`src/converter_defs.svh`:
```
// Constants for the converter enable, fault and power-good control block.
`ifndef CONVERTER_DEFS_SVH
`define CONVERTER_DEFS_SVH
`define CMD_OPERATION 8'h01
`define CMD_ON_OFF_CONFIG 8'h02
`define CMD_CLEAR_FAULTS 8'h03
`define CMD_VOUT_TRIM 8'h22
`define CMD_MARGIN_HIGH 8'h25
`define CMD_MARGIN_LOW 8'h26
`define CMD_INPUT_TURN_ON_LEVEL 8'h35
`define CMD_INPUT_TURN_OFF_LEVEL 8'h36
`define CMD_OV_LIMIT 8'h40
`define CMD_OV_ACTION 8'h41
`define CMD_UV_LIMIT 8'h44
`define CMD_UV_ACTION 8'h45
`define CMD_OC_ACTION 8'h47
`define CMD_OT_ACTION 8'h50
`define CMD_PG_ON 8'h5e
`define CMD_PG_OFF 8'h5f
`define CMD_SOFT_START_DURATION 8'h61
`define CMD_FAULT_STATUS 8'h78
`define CMD_READ_IOUT 8'h8c
`define CMD_SCRATCHPAD 8'hd0
`define RST_OPERATION 8'h00
`define RST_ON_OFF_CONFIG 8'h17
`define RST_ACTION 8'h04
`define RST_WORD 16'h0000
`define RST_MARGIN 16'h001e
`define RST_INPUT_TURN_ON_LEVEL 16'h000b
`define RST_INPUT_TURN_OFF_LEVEL 16'h000a
`define RST_OV_LIMIT 16'h0001
`define RST_UV_LIMIT 16'h0001
`define RST_PG_ON 16'h0000
`define RST_PG_OFF 16'h0001
`define RST_SOFT_START_DURATION 16'h0001
`define OP_ON_BIT 7
`define OP_MARGIN_HI 5
`define OP_MARGIN_LO 4
`define ONOFF_CMD_BIT 3
`define ONOFF_PIN_BIT 2
`define ONOFF_POL_BIT 1
`define SCR_DEAD_BIT 0
`define SCR_LOCK_BIT 1
`define SCR_WIDTH 14
`define ACTION_MODE_HI 7
`define ACTION_MODE_LO 6
`define REF_NOM_MV 16'h0258
`define CLK_MHZ 20
`define SS_US0 600
`define SS_US1 1500
`define SS_US2 3000
`define SS_US3 9000
`define PG_DEV0 16'h001e
`define PG_DEV1 16'h002a
`define PG_DEV2 16'h003c
`define FLT_DEV0 16'h0030
`define FLT_DEV1 16'h003c
`define FLT_DEV2 16'h0048
`define FLT_DEV3 16'h005a
`define AVG_SHIFT 4
`define AVG_LAST 4'hf
`endif

```
`src/converter_pkg.sv`:
```
// Types shared by the converter control block and its users.
package converter_pkg;
  typedef struct packed {
    logic valid;
    logic write;
    logic [7:0] code;
    logic [15:0] wdata;
  } cmd_t;
  typedef struct packed {
    logic valid;
    logic err;
    logic [15:0] data;
  } rsp_t;
  typedef struct packed {
    logic ot;
    logic oc;
    logic uv;
    logic ov;
  } fault_t;
  typedef enum logic [1:0] {PH_OFF, PH_RAMP, PH_REGULATE} phase_t;
endpackage

```
`src/converter_enable_fault_control.sv`:
```
// Enable selection, soft-start and margin ramp, power good, fault responses and current readback.
`timescale 1ns/1ps
`include "converter_defs.svh"
//
// Function
// - Current readback never negative; sinking current reads zero.
// - Current readback is the average of many sense samples.
// - Four soft-start durations, 600 us to 9 ms, chosen by the duration register.
// - Three power-good threshold settings decide when power good may rise.
// - Each power-good setting is a symmetric window around the target reference.
// - Power good low during start-up, after faults and while disabled.
// - Separate input turn-on and turn-off lockout thresholds with hysteresis.
// - Four selectable overvoltage and undervoltage fault thresholds.
// - Separate response for overcurrent, overtemperature, overvoltage, undervoltage.
// - Response either ignores the fault or latches the converter off.
// - Fourteen-bit user scratchpad holds arbitrary data.
// - Scratchpad bit 0 selects short or long dead time.
// - Writing scratchpad bit 1 as one locks parameters for good.
// - Always continuous conduction at fixed frequency.
// - Pin mode: only the enable pin controls regulation.
// - Enable pin polarity selectable active high or active low.
// - Command mode: only the operation command controls regulation.
// - Combined mode: both pin and command must request enable.
// - Neither mode: run whenever input lockout thresholds allow.
// - Operation selects no margin, margin low or margin high reference.
// - Margin changes ramp at the soft-start slope.
// - On/off configuration resets to pin only, active high.
// - Operation resets to no margin and off.
// - Clear faults zeroes fault status and releases the alert.
module converter_enable_fault_control #(
  parameter int unsigned SS_CYC0 = `SS_US0 * `CLK_MHZ,
  parameter int unsigned SS_CYC1 = `SS_US1 * `CLK_MHZ,
  parameter int unsigned SS_CYC2 = `SS_US2 * `CLK_MHZ,
  parameter int unsigned SS_CYC3 = `SS_US3 * `CLK_MHZ
) (
  // Clock and reset
  input wire logic i_clk,
  input wire logic i_resetn,
  // Command port
  input wire converter_pkg::cmd_t i_cmd,
  output converter_pkg::rsp_t o_rsp,
  // Power stage sense inputs
  input wire logic i_enable_input_pin,
  input wire logic [15:0] i_vin_code,
  input wire logic [15:0] i_feedback_pin_mv,
  input wire logic i_oc_trip,
  input wire logic i_ot_trip,
  input wire logic [15:0] i_current_sense_pins_mv,
  input wire logic i_current_sense_pins_strobe,
  // Power stage controls and status
  output logic o_run,
  output logic [15:0] o_ref_mv,
  output logic o_continuous_conduction,
  output logic o_dead_time_long,
  output logic o_output_ok_pin,
  output logic o_alert
);
  import converter_pkg::*;

  function automatic logic [15:0] pg_dev(input logic [15:0] code);
    unique case (code[1:0])
      2'h0: pg_dev = `PG_DEV0;
      2'h1: pg_dev = `PG_DEV1;
      default: pg_dev = `PG_DEV2;
    endcase
  endfunction

  function automatic logic [15:0] flt_dev(input logic [15:0] code);
    unique case (code[1:0])
      2'h0: flt_dev = `FLT_DEV0;
      2'h1: flt_dev = `FLT_DEV1;
      2'h2: flt_dev = `FLT_DEV2;
      default: flt_dev = `FLT_DEV3;
    endcase
  endfunction

  function automatic logic latch_action(input logic [7:0] act);
    latch_action = |act[`ACTION_MODE_HI:`ACTION_MODE_LO];
  endfunction

  // Reset release and pin synchronisers.
  logic [1:0] rst_ff;
  logic rst_n;
  always_ff @(posedge i_clk or negedge i_resetn)
  begin
    if (!i_resetn)
      rst_ff <= 2'h0;
    else
      rst_ff <= {rst_ff[0], 1'b1};
  end
  assign rst_n = rst_ff[1];

  logic [51:0] meta, sync;
  logic strobe_d;
  always_ff @(posedge i_clk or negedge rst_n)
  begin
    if (!rst_n)
    begin
      meta <= '0;
      sync <= '0;
      strobe_d <= 1'b0;
    end
    else
    begin
      meta <= {i_enable_input_pin, i_vin_code, i_feedback_pin_mv, i_oc_trip, i_ot_trip,
               i_current_sense_pins_mv, i_current_sense_pins_strobe};
      sync <= meta;
      strobe_d <= sync[0];
    end
  end
  logic pin_s, oc_s, ot_s, strobe_rise;
  logic [15:0] vin_s, fb_s, current_sense_pins_s;
  assign {pin_s, vin_s, fb_s, oc_s, ot_s, current_sense_pins_s} = sync[51:1];
  assign strobe_rise = sync[0] & ~strobe_d;

  // Register file.
  logic [7:0] operation, onoff, ov_act, uv_act, oc_act, ot_act;
  logic [15:0] trim, mhigh, mlow, input_turn_on_level, input_turn_off_level, ov_lim, uv_lim, pg_on, pg_off, ton, iout;
  logic [`SCR_WIDTH-1:0] scratch;
  logic locked;
  fault_t status;
  logic [7:0] next_operation, next_onoff, next_ov_act, next_uv_act, next_oc_act, next_ot_act;
  logic [15:0] next_trim, next_mhigh, next_mlow, next_input_turn_on_level, next_input_turn_off_level, next_ov_lim;
  logic [15:0] next_uv_lim, next_pg_on, next_pg_off, next_ton;
  logic [`SCR_WIDTH-1:0] next_scratch;
  logic next_locked, wr, rd, clr;
  rsp_t next_rsp;

  assign wr = i_cmd.valid & i_cmd.write;
  assign rd = i_cmd.valid & ~i_cmd.write;
  assign clr = wr & (i_cmd.code == `CMD_CLEAR_FAULTS);

  always_comb
  begin
    next_operation = operation;
    next_onoff = onoff;
    next_trim = trim;
    next_mhigh = mhigh;
    next_mlow = mlow;
    next_input_turn_on_level = input_turn_on_level;
    next_input_turn_off_level = input_turn_off_level;
    next_ov_lim = ov_lim;
    next_ov_act = ov_act;
    next_uv_lim = uv_lim;
    next_uv_act = uv_act;
    next_oc_act = oc_act;
    next_ot_act = ot_act;
    next_pg_on = pg_on;
    next_pg_off = pg_off;
    next_ton = ton;
    next_scratch = scratch;
    next_locked = locked;
    if (wr)
    begin
      unique case (i_cmd.code)
        `CMD_OPERATION: next_operation = i_cmd.wdata[7:0];
        `CMD_ON_OFF_CONFIG: next_onoff = i_cmd.wdata[7:0];
        `CMD_VOUT_TRIM: next_trim = i_cmd.wdata;
        `CMD_MARGIN_HIGH: next_mhigh = i_cmd.wdata;
        `CMD_MARGIN_LOW: next_mlow = i_cmd.wdata;
        default: ;
      endcase
      if (!locked)
      begin
        unique case (i_cmd.code)
          `CMD_INPUT_TURN_ON_LEVEL: next_input_turn_on_level = i_cmd.wdata;
          `CMD_INPUT_TURN_OFF_LEVEL: next_input_turn_off_level = i_cmd.wdata;
          `CMD_OV_LIMIT: next_ov_lim = i_cmd.wdata;
          `CMD_OV_ACTION: next_ov_act = i_cmd.wdata[7:0];
          `CMD_UV_LIMIT: next_uv_lim = i_cmd.wdata;
          `CMD_UV_ACTION: next_uv_act = i_cmd.wdata[7:0];
          `CMD_OC_ACTION: next_oc_act = i_cmd.wdata[7:0];
          `CMD_OT_ACTION: next_ot_act = i_cmd.wdata[7:0];
          `CMD_PG_ON: next_pg_on = i_cmd.wdata;
          `CMD_PG_OFF: next_pg_off = i_cmd.wdata;
          `CMD_SOFT_START_DURATION: next_ton = i_cmd.wdata;
          `CMD_SCRATCHPAD:
          begin
            next_scratch = i_cmd.wdata[`SCR_WIDTH-1:0];
            next_locked = i_cmd.wdata[`SCR_LOCK_BIT];
          end
          default: ;
        endcase
      end
    end
    next_rsp = '0;
    next_rsp.valid = rd;
    unique case (i_cmd.code)
      `CMD_OPERATION: next_rsp.data = {8'h00, operation};
      `CMD_ON_OFF_CONFIG: next_rsp.data = {8'h00, onoff};
      `CMD_VOUT_TRIM: next_rsp.data = trim;
      `CMD_MARGIN_HIGH: next_rsp.data = mhigh;
      `CMD_MARGIN_LOW: next_rsp.data = mlow;
      `CMD_INPUT_TURN_ON_LEVEL: next_rsp.data = input_turn_on_level;
      `CMD_INPUT_TURN_OFF_LEVEL: next_rsp.data = input_turn_off_level;
      `CMD_OV_LIMIT: next_rsp.data = ov_lim;
      `CMD_OV_ACTION: next_rsp.data = {8'h00, ov_act};
      `CMD_UV_LIMIT: next_rsp.data = uv_lim;
      `CMD_UV_ACTION: next_rsp.data = {8'h00, uv_act};
      `CMD_OC_ACTION: next_rsp.data = {8'h00, oc_act};
      `CMD_OT_ACTION: next_rsp.data = {8'h00, ot_act};
      `CMD_PG_ON: next_rsp.data = pg_on;
      `CMD_PG_OFF: next_rsp.data = pg_off;
      `CMD_SOFT_START_DURATION: next_rsp.data = ton;
      `CMD_FAULT_STATUS: next_rsp.data = {12'h000, status};
      `CMD_READ_IOUT: next_rsp.data = iout;
      `CMD_SCRATCHPAD: next_rsp.data = {2'h0, scratch};
      default: next_rsp.err = rd;
    endcase
  end

  always_ff @(posedge i_clk or negedge rst_n)
  begin
    if (!rst_n)
    begin
      operation <= `RST_OPERATION;
      onoff <= `RST_ON_OFF_CONFIG;
      trim <= `RST_WORD;
      mhigh <= `RST_MARGIN;
      mlow <= `RST_MARGIN;
      input_turn_on_level <= `RST_INPUT_TURN_ON_LEVEL;
      input_turn_off_level <= `RST_INPUT_TURN_OFF_LEVEL;
      ov_lim <= `RST_OV_LIMIT;
      ov_act <= `RST_ACTION;
      uv_lim <= `RST_UV_LIMIT;
      uv_act <= `RST_ACTION;
      oc_act <= `RST_ACTION;
      ot_act <= `RST_ACTION;
      pg_on <= `RST_PG_ON;
      pg_off <= `RST_PG_OFF;
      ton <= `RST_SOFT_START_DURATION;
      scratch <= '0;
      locked <= 1'b0;
      o_rsp <= '0;
    end
    else
    begin
      operation <= next_operation;
      onoff <= next_onoff;
      trim <= next_trim;
      mhigh <= next_mhigh;
      mlow <= next_mlow;
      input_turn_on_level <= next_input_turn_on_level;
      input_turn_off_level <= next_input_turn_off_level;
      ov_lim <= next_ov_lim;
      ov_act <= next_ov_act;
      uv_lim <= next_uv_lim;
      uv_act <= next_uv_act;
      oc_act <= next_oc_act;
      ot_act <= next_ot_act;
      pg_on <= next_pg_on;
      pg_off <= next_pg_off;
      ton <= next_ton;
      scratch <= next_scratch;
      locked <= next_locked | locked;
      o_rsp <= next_rsp;
    end
  end

  // Enable selection, latch-off, ramp and power good.
  phase_t phase, next_phase;
  logic uvlo_ok, latched, pin_act, cmd_on, en_req, ramp_done, pg_in, pg_out;
  logic next_uvlo_ok, next_latched, next_run, next_pg, next_alert;
  logic [15:0] target, next_ref, tick, next_tick, tick_max;
  fault_t hits, next_status;
  logic latch_hit;

  assign pin_act = pin_s ^ ~onoff[`ONOFF_POL_BIT];
  assign cmd_on = operation[`OP_ON_BIT];

  always_comb
  begin
    unique case ({onoff[`ONOFF_CMD_BIT], onoff[`ONOFF_PIN_BIT]})
      2'b01: en_req = pin_act;
      2'b10: en_req = cmd_on;
      2'b11: en_req = pin_act & cmd_on;
      default: en_req = 1'b1;
    endcase
    // Margin offsets are mV at the feedback pin; the host keeps the sum within range.
    target = 16'(`REF_NOM_MV + trim);
    if (operation[`OP_MARGIN_HI])
      target = 16'(target + mhigh);
    else if (operation[`OP_MARGIN_LO])
      target = 16'(target - mlow);
    unique case (ton[1:0])
      2'h0: tick_max = 16'(SS_CYC0 / `REF_NOM_MV);
      2'h1: tick_max = 16'(SS_CYC1 / `REF_NOM_MV);
      2'h2: tick_max = 16'(SS_CYC2 / `REF_NOM_MV);
      default: tick_max = 16'(SS_CYC3 / `REF_NOM_MV);
    endcase
    ramp_done = (o_ref_mv == target);
    hits.ov = o_run & (fb_s > 16'(target + flt_dev(ov_lim)));
    hits.uv = o_run & (phase == PH_REGULATE) & (16'(fb_s + flt_dev(uv_lim)) < target);
    hits.oc = o_run & oc_s;
    hits.ot = o_run & ot_s;
    latch_hit = (hits.ov & latch_action(ov_act)) | (hits.uv & latch_action(uv_act))
              | (hits.oc & latch_action(oc_act)) | (hits.ot & latch_action(ot_act));
    // A new fault wins over a clear issued in the same cycle.
    next_status = (clr ? fault_t'(4'h0) : status) | hits;
    next_alert = (o_alert & ~clr) | (|hits);
    next_latched = latch_hit | (latched & en_req);
    if (vin_s >= input_turn_on_level)
      next_uvlo_ok = 1'b1;
    else if (vin_s < input_turn_off_level)
      next_uvlo_ok = 1'b0;
    else
      next_uvlo_ok = uvlo_ok;
    next_run = en_req & uvlo_ok & ~next_latched;
    next_phase = phase;
    next_ref = o_ref_mv;
    next_tick = tick;
    if (!next_run)
    begin
      next_phase = PH_OFF;
      next_ref = '0;
      next_tick = '0;
    end
    else
    begin
      if (phase == PH_OFF)
        next_phase = PH_RAMP;
      else if (phase == PH_RAMP && ramp_done)
        next_phase = PH_REGULATE;
      // The same 1 mV step rate serves start-up and margin moves, keeping one slope.
      if (!ramp_done)
      begin
        next_tick = 16'(tick + 16'h0001);
        if (tick >= tick_max)
        begin
          next_tick = '0;
          next_ref = (o_ref_mv < target) ? 16'(o_ref_mv + 16'h0001) : 16'(o_ref_mv - 16'h0001);
        end
      end
    end
    pg_in = (fb_s >= 16'(target - pg_dev(pg_on))) & (fb_s <= 16'(target + pg_dev(pg_on)));
    pg_out = (fb_s < 16'(target - pg_dev(pg_off))) | (fb_s > 16'(target + pg_dev(pg_off)));
    next_pg = o_output_ok_pin ? ~pg_out : pg_in;
    if (!next_run || phase != PH_REGULATE || !ramp_done || (|hits))
      next_pg = 1'b0;
  end

  always_ff @(posedge i_clk or negedge rst_n)
  begin
    if (!rst_n)
    begin
      phase <= PH_OFF;
      uvlo_ok <= 1'b0;
      latched <= 1'b0;
      tick <= '0;
      status <= '0;
      o_run <= 1'b0;
      o_ref_mv <= '0;
      o_output_ok_pin <= 1'b0;
      o_alert <= 1'b0;
      o_continuous_conduction <= 1'b0;
      o_dead_time_long <= 1'b0;
    end
    else
    begin
      phase <= next_phase;
      uvlo_ok <= next_uvlo_ok;
      latched <= next_latched;
      tick <= next_tick;
      status <= next_status;
      o_run <= next_run;
      o_ref_mv <= next_ref;
      o_output_ok_pin <= next_pg;
      o_alert <= next_alert;
      o_continuous_conduction <= 1'b1;
      o_dead_time_long <= next_scratch[`SCR_DEAD_BIT];
    end
  end

  // Current readback: block average of sixteen samples, negative results read as zero.
  logic [3:0] cnt, next_cnt;
  logic signed [19:0] acc, next_acc, sum;
  logic [15:0] next_iout;
  always_comb
  begin
    next_cnt = cnt;
    next_acc = acc;
    next_iout = iout;
    sum = 20'(acc + 20'(signed'(current_sense_pins_s)));
    if (strobe_rise)
    begin
      next_cnt = 4'(cnt + 4'h1);
      next_acc = sum;
      if (cnt == `AVG_LAST)
      begin
        next_acc = '0;
        next_iout = sum[19] ? 16'h0000 : sum[`AVG_SHIFT+15:`AVG_SHIFT];
      end
    end
  end

  always_ff @(posedge i_clk or negedge rst_n)
  begin
    if (!rst_n)
    begin
      cnt <= '0;
      acc <= '0;
      iout <= '0;
    end
    else
    begin
      cnt <= next_cnt;
      acc <= next_acc;
      iout <= next_iout;
    end
  end

  a_pin_mode_only: assert property (@(posedge i_clk) disable iff (!rst_n)
    (onoff[`ONOFF_CMD_BIT:`ONOFF_PIN_BIT] == 2'b01 && !pin_act) |=> !o_run)
    else $error("pin mode ran with pin inactive");
  a_cmd_mode_only: assert property (@(posedge i_clk) disable iff (!rst_n)
    (onoff[`ONOFF_CMD_BIT:`ONOFF_PIN_BIT] == 2'b10 && !cmd_on) |=> !o_run)
    else $error("command mode ran with command off");
  a_both_needed: assert property (@(posedge i_clk) disable iff (!rst_n)
    (onoff[`ONOFF_CMD_BIT:`ONOFF_PIN_BIT] == 2'b11 && !(pin_act && cmd_on)) |=> !o_run)
    else $error("combined mode ran without both sources");
  a_pg_when_off: assert property (@(posedge i_clk) disable iff (!rst_n)
    (!o_run || latched) |-> !o_output_ok_pin)
    else $error("power good high while off");
  a_latch_holds: assert property (@(posedge i_clk) disable iff (!rst_n)
    (latched && en_req) |=> latched && !o_run)
    else $error("latch-off released without enable toggle");
  a_clear_faults: assert property (@(posedge i_clk) disable iff (!rst_n)
    (clr && hits == 4'h0) |=> (status == 4'h0) && !o_alert)
    else $error("clear faults did not clear status");
  a_ramp_slope: assert property (@(posedge i_clk) disable iff (!rst_n)
    (o_run && $past(o_run) && o_ref_mv != $past(o_ref_mv)) |=> (!o_run || o_ref_mv == $past(o_ref_mv)))
    else $error("reference stepped on consecutive cycles");
  a_lock_sticks: assert property (@(posedge i_clk) disable iff (!rst_n)
    locked |=> locked && $stable(scratch) && $stable(ov_lim))
    else $error("locked parameters changed");
  a_iout_nonneg: assert property (@(posedge i_clk) disable iff (!rst_n)
    (strobe_rise && cnt == `AVG_LAST && sum[19]) |=> iout == 16'h0000)
    else $error("negative average not reported as zero");
endmodule

```
`config.mk`:
```
export PLATFORM = sky130hd
export DESIGN_NAME = converter_enable_fault_control
export DESIGN_NICKNAME = d
export VERILOG_FILES = /design/src/converter_pkg.sv /design/src/converter_enable_fault_control.sv
export VERILOG_INCLUDE_DIRS = /design/src
export SDC_FILE = /design/constraint.sdc
export NUM_CORES = 1
export LEC_CHECK = 0
export BUFFER_PORTS_ARGS = -buffer_cell sky130_fd_sc_hd__buf_2
export CORE_MARGIN = 3
export CORE_UTILIZATION = 48
export DETAILED_ROUTE_END_ITERATION = 12
export HOLD_SLACK_MARGIN = 0.03
export PLACE_DENSITY_LB_ADDON = 0.2
export SLEW_MARGIN = 20
export SYNTH_ARGS = -nofsm -noshare
export SYNTH_HDL_FRONTEND = slang
export SYNTH_SLANG_ARGS = --single-unit
```
`constraint.sdc`:
```
create_clock -name i_clk -period 18.1 [get_ports i_clk]
set_clock_uncertainty 0.1 [all_clocks]
set_input_delay 0.905 -clock i_clk [delete_from_list [all_inputs] [get_ports i_clk]]
set_output_delay 0.905 -clock i_clk [all_outputs]
set_load 0.01 [all_outputs]
```
==> results.sh, run 1 <==
export IMPL_muxShareOfSynthArea_pct=10.3
export IMPL_io_buffers=118
export IMPL_die_h_um=236
export IMPL_synthArstFlopShare_pct=100
export IMPL_synth_xor_area_share_pct=5.12
export IMPL_grt_max_degree=162
export IMPL_cts_resized_gates=0
export IMPL_finalSetupViolations=0
export IMPL_ys_seq_elements=431
export IMPL_grt_usage_pct=25.8
export IMPL_p_seq_share_pct=42.8
export IMPL_vias_per_cell=6.02
export IMPL_drtIter0Drc=1502
export IMPL_critPathTopFamily="compound AO/OA/AOI/OAI gates"
export IMPL_end_kind="flip-flop"
export IMPL_ys_top_cells_by_area="dfrtp_1 40%, ha_1 12%, mux2_2 9.8%, xnor2_1 3.0%, dfstp_2 2.6%"
export IMPL_antenna_found_initial=4
export IMPL_p_leak_nw=13.3
export IMPL_cp_arrival_ns=8.57
export IMPL_final_max_slew_violation_count=0
export IMPL_postCtsHoldBufs=1
export IMPL_vias=19300
export IMPL_min_period_ns=8.21
export IMPL_final_cells=3214
export IMPL_cp_common_cell="a21oi_1"
export IMPL_dp_cells=3126
export IMPL_combPwrFrac_pct=19.8
export IMPL_hold_path_class="flip-flop to flip-flop"
export IMPL_synth_simple_area_share_pct=11.4
export IMPL_place_hpwl_um=53400
export IMPL_cts_tree="done"
export IMPL_place_gp_congestion=0.905
export IMPL_synth_cell_types=90
export IMPL_synth_compound_area_share_pct=14.8
export IMPL_p_switching_w=0.000778
export IMPL_dieArea_um2=55600
export IMPL_wl_um=72900
export IMPL_syn_avg_cell_area_um2=10.6
export IMPL_setup_worst_path_class="flip-flop to flip-flop"
export IMPL_yosysTopAreaCell="dfrtp_1"
export IMPL_start_kind="flip-flop"
export IMPL_slowest_stage="o21ai_2"
export IMPL_cp_max_fo=16
export IMPL_sw_frac_of_total_pct=30.1
export IMPL_clkPwrFrac_pct=37.4
export IMPL_tightest_slew_ns=1.24
export IMPL_antennaDiodeCount=0
export IMPL_status="finished clean"
export IMPL_synth_top_area_share_pct=40.1
export IMPL_post_route_cell_area_um2=28400
export IMPL_clkTransAtPathRegs_ns=0.06
export IMPL_num_io_pins=119
export IMPL_firstDrtPassIters=6
export IMPL_final_antenna_net_count=0
export IMPL_fin_nets=2825
export IMPL_rsz0062_at_grt="no"
export IMPL_grt_overflow=0
export IMPL_crit_buf_inv=0
export IMPL_synth_top_family_by_area="compound AO/OA/AOI/OAI gates"
export IMPL_start_util_pct=48.9
export IMPL_tns_ns=0
export IMPL_p_per_area_nw_per_um2=91.0
export IMPL_clock_latency_ns=0.60
export IMPL_max_stage_delay_ns=0.65
export IMPL_max_slew_margin_pct=17.5
export IMPL_area_growth_pct=11.9
export IMPL_crit_required_ns=18.46
export IMPL_drive_gt1_share_pct=20.7
export IMPL_p_int_w=0.00180
export IMPL_drc_errors=0
export IMPL_whs_ns=0.246
export IMPL_yosysWarnings=0
export IMPL_root_buffer="clkbuf_16"
export IMPL_grt_pass1_vias=19800
export IMPL_synth_fa_ha_area_share_pct=12.5
export IMPL_grt_pass1_wl_um=113000
export IMPL_dpl_cell_area_um2=26800
export IMPL_clkSinkCount=431
export IMPL_fp_row_count=83
export IMPL_period_share_pct=45.3
export IMPL_core_um2=51800
export IMPL_wl_per_cell_um=22.7
export IMPL_cts_inserted_buffers=48
export IMPL_synth_edff_count=0
export IMPL_clockBufferDepth=3
export IMPL_synth_area_um2=25400
export IMPL_fmax_mhz=122
export IMPL_h_tree_depth=2
export IMPL_irDropWorstVdd_v=0.0000860
export IMPL_seq_area_frac_synth_pct=42.7
export IMPL_die_x_um=236
export IMPL_cts_setup_buffers=0
export IMPL_cap_violations=0
export IMPL_finalHoldViolations=0
export IMPL_yosys_most_used_dff="dfrtp_1"
export IMPL_syn_inst=2383
worst reg2reg max path: cells and delay by family (launching register included):
| kind | cells | cell delay, ns |
|---|---|---|
| xor+xnor | 3 | 1.11 |
| compound gates | 18 | 4.23 |
| flops | 1 | 0.46 |
| simple gates | 8 | 1.12 |
| fa+ha+maj | 3 | 1.05 |
layout make-up:
| cell class | count | area, um2 |
|---|---|---|
| Fill cell | 4553 | 23500 |
| Multi-Input combinational cell | 1747 | 13800 |
| Sequential cell | 431 | 10800 |
| Clock buffer | 72 | 1350 |
| Timing Repair Buffer | 153 | 868 |
| Tap cell | 680 | 851 |
| Inverter | 116 | 435 |
| Clock inverter | 15 | 211 |
cells in the mapped netlist (12+ instances only):
cell / n
dfstp_2: 25
nand4_1: 33
o21a_1: 28
a211oi_1: 16
or3_1: 14
o31ai_1: 26
ha_1: 238
o21bai_1: 14
or2_2: 14
nor4_1: 16
xnor2_1: 86
and2_1: 20
inv_1: 114
o21ai_0: 79
dfrtp_1: 406
nand3_1: 56
nand2b_1: 25
a21o_1: 49
nor2b_1: 31
nand2_1: 133
and3_1: 16
nor3_1: 40
clkbuf_1: 65
mux2_2: 221
a21oi_1: 112
a22oi_1: 70
a22o_1: 29
a221oi_1: 19
a222oi_1: 12
buf_2: 14
xor2_1: 56
nor2_1: 148
power by group through the flow:
stage / clock network (W) / registers (W) / logic [W]
floorplan: 0 / 0.00110 / 0.000369
global placement: 0 / 0.00112 / 0.000492
detailed placement: 0 / 0.00112 / 0.000508
CTS: 0.000986 / 0.00110 / 0.000511
global route: 0.00102 / 0.00111 / 0.000576
finish: 0.000966 / 0.00111 / 0.000511
logic make-up after synthesis:
group / count (synthesis)
AO/OA/AOI/OAI: 539
XOR/XNOR: 145
adder cells (fa/ha/maj): 248
buffers and inverters: 206
flip-flops: 431
multiplexers: 233
other: 1
AND/OR/NAND/NOR: 580
state kept, by name, summed over array words and instances (netlist names), 18 cells and up:
register  cells
acc          20
meta         52
o_rsp        18
sync         52
stage by stage:
stage	setup WS, ns	util, %	power [W]
final	9.89	54.7	0.00258
after global routing	9.12	54.7	0.00271
after CTS	9.90	54.7	0.00260
after detailed placement	9.93	51.7	0.00163
after global placement	9.80	51.7	0.00161
after floorplan	5.14	-	0.00147
cell usage in the layout, fill, tap and decap left out, types with 7 or more instances in the layout:
| cell type | n |
|---|---|
| or2_2 | 14 |
| and3_1 | 16 |
| o211ai_1 | 10 |
| a22oi_1 | 70 |
| a211oi_1 | 16 |
| nand3_1 | 56 |
| buf_4 | 33 |
| ha_1 | 238 |
| clkbuf_16 | 48 |
| o21a_1 | 28 |
| inv_1 | 114 |
| nor4_1 | 12 |
| o31ai_1 | 26 |
| mux2_2 | 221 |
| nand2_1 | 132 |
| dfstp_2 | 25 |
| nand2b_1 | 25 |
| o21ai_0 | 76 |
| and2_1 | 20 |
| nor2b_1 | 31 |
| fa_1 | 10 |
| xnor2_1 | 86 |
| clkbuf_1 | 18 |
| clkinvlp_4 | 7 |
| nand4_1 | 33 |
| a21o_1 | 49 |
| dfrtp_1 | 405 |
| nor2_1 | 147 |
| a21oi_1 | 112 |
| a221oi_1 | 19 |
| a31oi_1 | 9 |
| buf_2 | 118 |
| a22o_1 | 29 |
| xor2_1 | 56 |
| o21bai_1 | 14 |
| mux2i_1 | 10 |
| a222oi_1 | 12 |
| nor3_1 | 36 |
| a31o_2 | 7 |
| or3_1 | 14 |
layer usage:
layer	vias to the layer above	GRT usage [%]	wire [um]	share of wire [%]
met5	-	0	23	0.032
met4	4	10.8	3090	4.2
met3	167	3.81	4160	5.7
met2	633	41.8	33500	46
met1	9602	34.8	32100	44
li1	8934	-	-	-
path summary, 6_finish.rpt:
path	slack, ns	start	end	cells past startpoint
min in group asynchronous	0.39	rst_ff[1]	sync[39]	0
max in group asynchronous	15.30	rst_ff[1]	o_rsp[12]	2
hold / removal	0.25	meta[3]	sync[3]	0
setup / recovery	9.89	trim[5]	o_ref_mv[14]	32
setup reg to reg	9.89	trim[5]	o_ref_mv[14]	32
hold reg to reg	0.25	meta[3]	sync[3]	0
Note: power is estimated with default switching activity, not from simulation.
==> run 2, diff against run 1 <==
- ABC_AREA: not set -> 1
- clock period: 18.1 -> 7.18 ns (I/O delays scaled with it)
==> results.sh, run 2 <==
export IMPL_clkTransAtPathRegs_ns=0.06
export IMPL_r2r_slack_ns=0.67
export IMPL_place_gp_congestion=0.930
export IMPL_start_kind="flip-flop"
export IMPL_min_period_ns=6.51
export IMPL_dp_slack_ns=0.572
export IMPL_synth_most_common_cell="nand2_1"
export IMPL_h_tree_depth=2
export IMPL_yosysTopAreaCell="dfrtp_1"
export IMPL_yosysWarnings=0
export IMPL_crit_required_ns=7.61
export IMPL_rsz0062_at_grt="no"
export IMPL_num_io_pins=119
export IMPL_fin_nets=3530
export IMPL_wl_um=75800
export IMPL_grt_overflow=0
export IMPL_vias_per_cell=5.58
export IMPL_status="finished clean"
export IMPL_fmax_mhz=154
export IMPL_fp_row_count=83
export IMPL_clock_latency_ns=0.61
export IMPL_place_hpwl_um=56500
export IMPL_synthTopCellsByCount="727 x nand2_1, 406 x dfrtp_1, 346 x o21ai_0"
export IMPL_layout_commonest_cell="nand2_1"
export IMPL_final_cell_mix="724 x nand2_1, 405 x dfrtp_1, 346 x o21ai_0"
export IMPL_synthArstFlopShare_pct=100
export IMPL_ys_top_cells_by_area="dfrtp_1 40%, ha_1 12%, nand2_1 11%, o21ai_0 6.8%, inv_1 5.0%"
export IMPL_synth_top_area_share_pct=40.1
export IMPL_min_from="i_cmd[15]"
export IMPL_cp_common_cell="o21ai_0"
export IMPL_grt_usage_pct=27.0
export IMPL_syn_inst=3040
export IMPL_firstDrtPassIters=6
export IMPL_die_x_um=236
export IMPL_final_antenna_net_count=0
export IMPL_root_buffer="clkbuf_16"
export IMPL_dpl_cell_area_um2=26600
export IMPL_p_per_area_nw_per_um2=229
export IMPL_synth_area_um2=25300
export IMPL_tns_ns=0
export IMPL_clkSinkCount=431
export IMPL_slowest_stage="fa_1"
export IMPL_end_kind="flip-flop"
export IMPL_dp_cells=3774
export IMPL_yosys_most_used_dff="dfrtp_1"
export IMPL_final_cells=3922
export IMPL_cts_inserted_buffers=48
export IMPL_grt_max_degree=180
export IMPL_critPathCapture="o_ref_mv[13]"
export IMPL_top_regs="meta (52), sync (52), acc (20)"
export IMPL_crit_start="trim[0]"
export IMPL_drc_errors=0
export IMPL_core_um2=51700
export IMPL_final_max_slew_violation_count=0
export IMPL_grt_pass1_vias=21400
export IMPL_vias=21900
export IMPL_start_util_pct=49.0
export IMPL_cp_arrival_ns=6.93
export IMPL_drtIter0Drc=1940
export IMPL_syn_avg_cell_area_um2=8.33
export IMPL_tightest_slew_ns=1.09
export IMPL_r2r_start="trim[0]"
export IMPL_reg2reg_depth=31
export IMPL_whs_ns=0.118
export IMPL_die_h_um=236
export IMPL_finalHoldViolations=0
export IMPL_clockBufferDepth=3
export IMPL_io_buffers=118
export IMPL_irDropWorstVdd_v=0.000267
export IMPL_grt_pass1_wl_um=119000
export IMPL_max_stage_delay_ns=0.46
export IMPL_synth_edff_count=0
export IMPL_setup_slack_ns=0.674
export IMPL_area_growth_pct=14.0
export IMPL_synth_cell_types=60
export IMPL_antenna_found_initial=1
export IMPL_ys_seq_elements=431
export IMPL_period_share_pct=90.6
export IMPL_post_route_cell_area_um2=28900
export IMPL_cap_violations=0
export IMPL_r2r_end="o_ref_mv[13]"
export IMPL_setup_worst_path_class="flip-flop to flip-flop"
export IMPL_p_leak_nw=14.0
export IMPL_wl_per_cell_um=19.3
export IMPL_finalSetupViolations=0
export IMPL_cts_tree="done"
export IMPL_hold_path_class="primary input to flip-flop"
export IMPL_seq_area_frac_synth_pct=42.7
export IMPL_dieArea_um2=55600
export IMPL_antennaDiodeCount=0
export IMPL_drive_gt1_share_pct=9.16
export IMPL_cp_max_fo=20
export IMPL_max_slew_margin_pct=27.1
-- run 2: changes by cell type in the layout (fill, tap and decap cells not counted), sizes merged, moves of 63 or more --
| cell | delta |
|---|---|
| xnor2 | -63 |
| a22oi | -70 |
| o21ai | +270 |
| mux2 | -222 |
| nand2 | +602 |
| inv | +232 |
-- run 2: kinds of logic after synthesis --
logic type               synth area share, %
other                                 0.0148
adder cells (fa/ha/maj)                 12.5
buffers and inverters                   6.57
flip-flops                              42.7
XOR/XNOR                                3.63
AO/OA/AOI/OAI                           15.7
AND/OR/NAND/NOR                         18.9
-- run 2: worst max-delay path, delay by kind of cell (launching register included) --
family          cells  cell delay (ns)
compound gates      8             1.57
xor+xnor            1             0.16
flops               1             0.41
fa+ha+maj           4             1.29
simple gates       12             1.99
buf+inv             6             0.86
-- run 2: metrics by stage --
step	util (%)	total power, W
finish	55.8	0.00661
global route	55.8	0.00696
CTS	55.8	0.00668
detailed placement	51.5	0.00406
global placement	51.5	0.00403
floorplan	-	0.00368
-- run 2: metal layers --
| layer | routed length [um] | vias up | GRT usage (%) |
|---|---|---|---|
| li1 | - | 10500 | - |
| met1 | 33300 | 10500 | 36.2 |
| met2 | 34900 | 699 | 43.7 |
| met3 | 4800 | 140 | 4.84 |
| met4 | 2820 | 0 | 10.3 |
| met5 | 0 | - | 0 |
-- run 2: area by class of cell --
class | count | area, um2
clock buffer | 69 | 1390
clock inverter | 21 | 264
fill | 4792 | 22800
inverter | 347 | 1300
multi-input combinational | 2176 | 12900
sequential | 431 | 10800
tap | 680 | 851
timing repair buffer | 198 | 1360
-- run 2: worst min path at each step --
stage | end | slack (ns) | cells past startpoint
5_1_grt | ton[15] | 0.15 | 3
2_1_floorplan | rst_ff[0] | -0.04 | 0
4_1_cts | ton[15] | 0.09 | 3
6_report | ton[15] | 0.12 | 3
3_3_place_gp | rst_ff[0] | 0.04 | 1
3_5_place_dp | rst_ff[0] | 0.05 | 1
-- run 2: what timing repair did --
item	CTS	global route
buffers inserted	0	0
gates resized for setup	0	3
endpoints found under the hold margin	57	0
setup endpoints to repair	0	4
hold buffers	58	0
-- run 2: power breakdown --
part	total [W]	leakage [nW]	internal (W)	switching, W
clock	0.00256	0.809	0.00150	0.00105
sequential	0.00274	5.58	0.00261	0.000134
combinational	0.00131	7.64	0.000472	0.000840
==> run 3, diff against run 2 <==
- CORE_MARGIN: 3 -> not set
- CORE_UTILIZATION: 48 -> 30
- HOLD_SLACK_MARGIN: 0.03 -> not set
==> results.sh, run 3 (same netlist as run 2, synthesis figures left out) <==
export IMPL_drc_errors=0
export IMPL_drive_gt1_share_pct=9.49
export IMPL_antennaDiodeCount=0
export IMPL_period_share_pct=88.2
export IMPL_min_path_cells=3
export IMPL_finalSetupViolations=0
export IMPL_wl_per_cell_um=18.5
export IMPL_die_h_um=293
export IMPL_cp_max_fo=16
export IMPL_p_per_area_nw_per_um2=231
export IMPL_start_util_pct=30.3
export IMPL_whs_ns=0.0623
export IMPL_clkTransAtPathRegs_ns=0.06
export IMPL_min_period_ns=6.33
export IMPL_tightest_slew_ns=1.06
export IMPL_clock_latency_ns=0.65
export IMPL_num_fill_cells=8788
export IMPL_setup_worst_path_class="flip-flop to flip-flop"
export IMPL_post_route_cell_area_um2=29600
export IMPL_rsz0062_at_grt="no"
export IMPL_grt_max_degree=180
export IMPL_cts_tree="done"
export IMPL_dpl_cell_area_um2=27200
export IMPL_max_stage_delay_ns=0.59
export IMPL_cp_common_cell="nand2_1"
export IMPL_cts_setup_buffers=0
export IMPL_tns_ns=0
export IMPL_fin_nets=3540
export IMPL_final_max_slew_violation_count=0
export IMPL_vias_per_cell=4.88
export IMPL_fp_row_count=106
export IMPL_min_from="i_cmd[25]"
export IMPL_cts_inserted_buffers=52
export IMPL_antenna_found_initial=1
export IMPL_reg2reg_depth=35
export IMPL_grt_usage_pct=18.8
export IMPL_r2r_end="o_ref_mv[9]"
export IMPL_grt_pass1_vias=20700
export IMPL_fmax_mhz=158
export IMPL_irDropWorstVdd_v=0.000236
export IMPL_crit_required_ns=7.62
export IMPL_clockBufferDepth=3
export IMPL_place_hpwl_um=60100
export IMPL_io_buffers=118
export IMPL_top_regs="meta (52), sync (52), acc (20)"
export IMPL_h_tree_depth=2
export IMPL_root_buffer="clkbuf_16"
export IMPL_core_um2=83600
export IMPL_grt_overflow=0
export IMPL_max_slew_margin_pct=29.3
export IMPL_multi_input_area_um2=12900
export IMPL_whs_endpoint="o_rsp[17]"
export IMPL_final_antenna_net_count=0
export IMPL_vias=21100
export IMPL_p_leak_nw=14.1
export IMPL_end_kind="flip-flop"
export IMPL_layout_commonest_cell="nand2_1"
export IMPL_r2r_slack_ns=0.85
export IMPL_cap_violations=0
export IMPL_dieArea_um2=85600
export IMPL_seq_area_um2=10800
export IMPL_status="finished clean"
export IMPL_r2r_start="trim[3]"
export IMPL_cp_arrival_ns=6.77
export IMPL_place_gp_congestion=0.887
export IMPL_firstDrtPassIters=5
export IMPL_slowest_stage="nor3_4"
export IMPL_die_x_um=293
export IMPL_grt_pass1_wl_um=124000
export IMPL_clkSinkCount=431
export IMPL_drtIter0Drc=1421
export IMPL_final_cell_mix="724 x nand2_1, 405 x dfrtp_1, 346 x o21ai_0"
export IMPL_area_growth_pct=16.8
export IMPL_finalHoldViolations=0
export IMPL_start_kind="flip-flop"
export IMPL_num_io_pins=119
export IMPL_wl_um=80100
export IMPL_hold_path_class="primary input to flip-flop"
[run 3: changes by cell type in the layout (fill, tap and decap cells not counted), sizes merged]
| cell | change |
|---|---|
| dlygate4sd3 | -2 |
| buf | +8 |
| clkbuf | +5 |
| clkinvlp | -2 |
| bufinv | +1 |
| inv | -1 |
| clkinv | +4 |
[run 3: worst max-delay path, delay by kind of cell, from the launching register on]
| kind | cells | cell delay, ns |
|---|---|---|
| buffers and inverters | 7 | 0.81 |
| adder cells (fa/ha/maj) | 3 | 0.85 |
| flip-flops | 1 | 0.38 |
| XOR/XNOR | 1 | 0.21 |
| AO/OA/AOI/OAI | 6 | 0.96 |
| AND/OR/NAND/NOR | 18 | 2.96 |
[run 3: power by group]
part	switching (W)	leakage (nW)	total (W)	internal (W)
clock	0.00113	0.895	0.00278	0.00165
sequential	0.000141	5.58	0.00275	0.00261
combinational	0.000832	7.66	0.00130	0.000473
[run 3: metal layers]
layer  up-vias  share of wire, %  global-route usage, %
li1      10600                 -                      -
met1      9979                47                   26.4
met2       510                44                   29.4
met3       104               6.0                   3.31
met4         0               2.4                   5.04
met5         -                 0                      0
[run 3: final cells by class]
cell class                 count  share of cell area [%]
multi-input combinational   2176                    43.5
sequential                   431                    36.6
clock buffer                  74                    5.05
timing repair buffer         204                    4.74
tap                         1080                    4.57
inverter                     347                    4.40
clock inverter                23                    1.14
[run 3: through the flow]
step           total power [W]  setup WS (ns)  utilization, %  instances
2_1_floorplan          0.00368         0.0758               -       3041
3_3_place_gp           0.00409          0.690            32.5       4182
3_5_place_dp           0.00409          0.530            32.5       4182
4_1_cts                0.00694          0.527            35.4       4335
5_1_grt                0.00723         0.0991            35.4       4335
6_report               0.00684          0.849            35.4       4335
[run 3: timing repair]
item	CTS	global route
setup endpoints to repair	0	8
hold buffers	56	0
resized for setup	0	3
hold endpoints to repair	57	0
[run 3: how the worst max path moves through the flow]
stage | start | to | slack, ns | depth (start not counted)
after floorplan | rst_ff[1] | acc[0] | 0.08 | 0
after global placement | trim[0] | o_ref_mv[13] | 0.69 | 28
after detailed placement | trim[0] | o_ref_mv[1] | 0.53 | 28
after CTS | trim[0] | o_ref_mv[1] | 0.53 | 28
after global routing | trim[3] | o_ref_mv[9] | 0.1 | 35
final | trim[3] | o_ref_mv[9] | 0.85 | 35
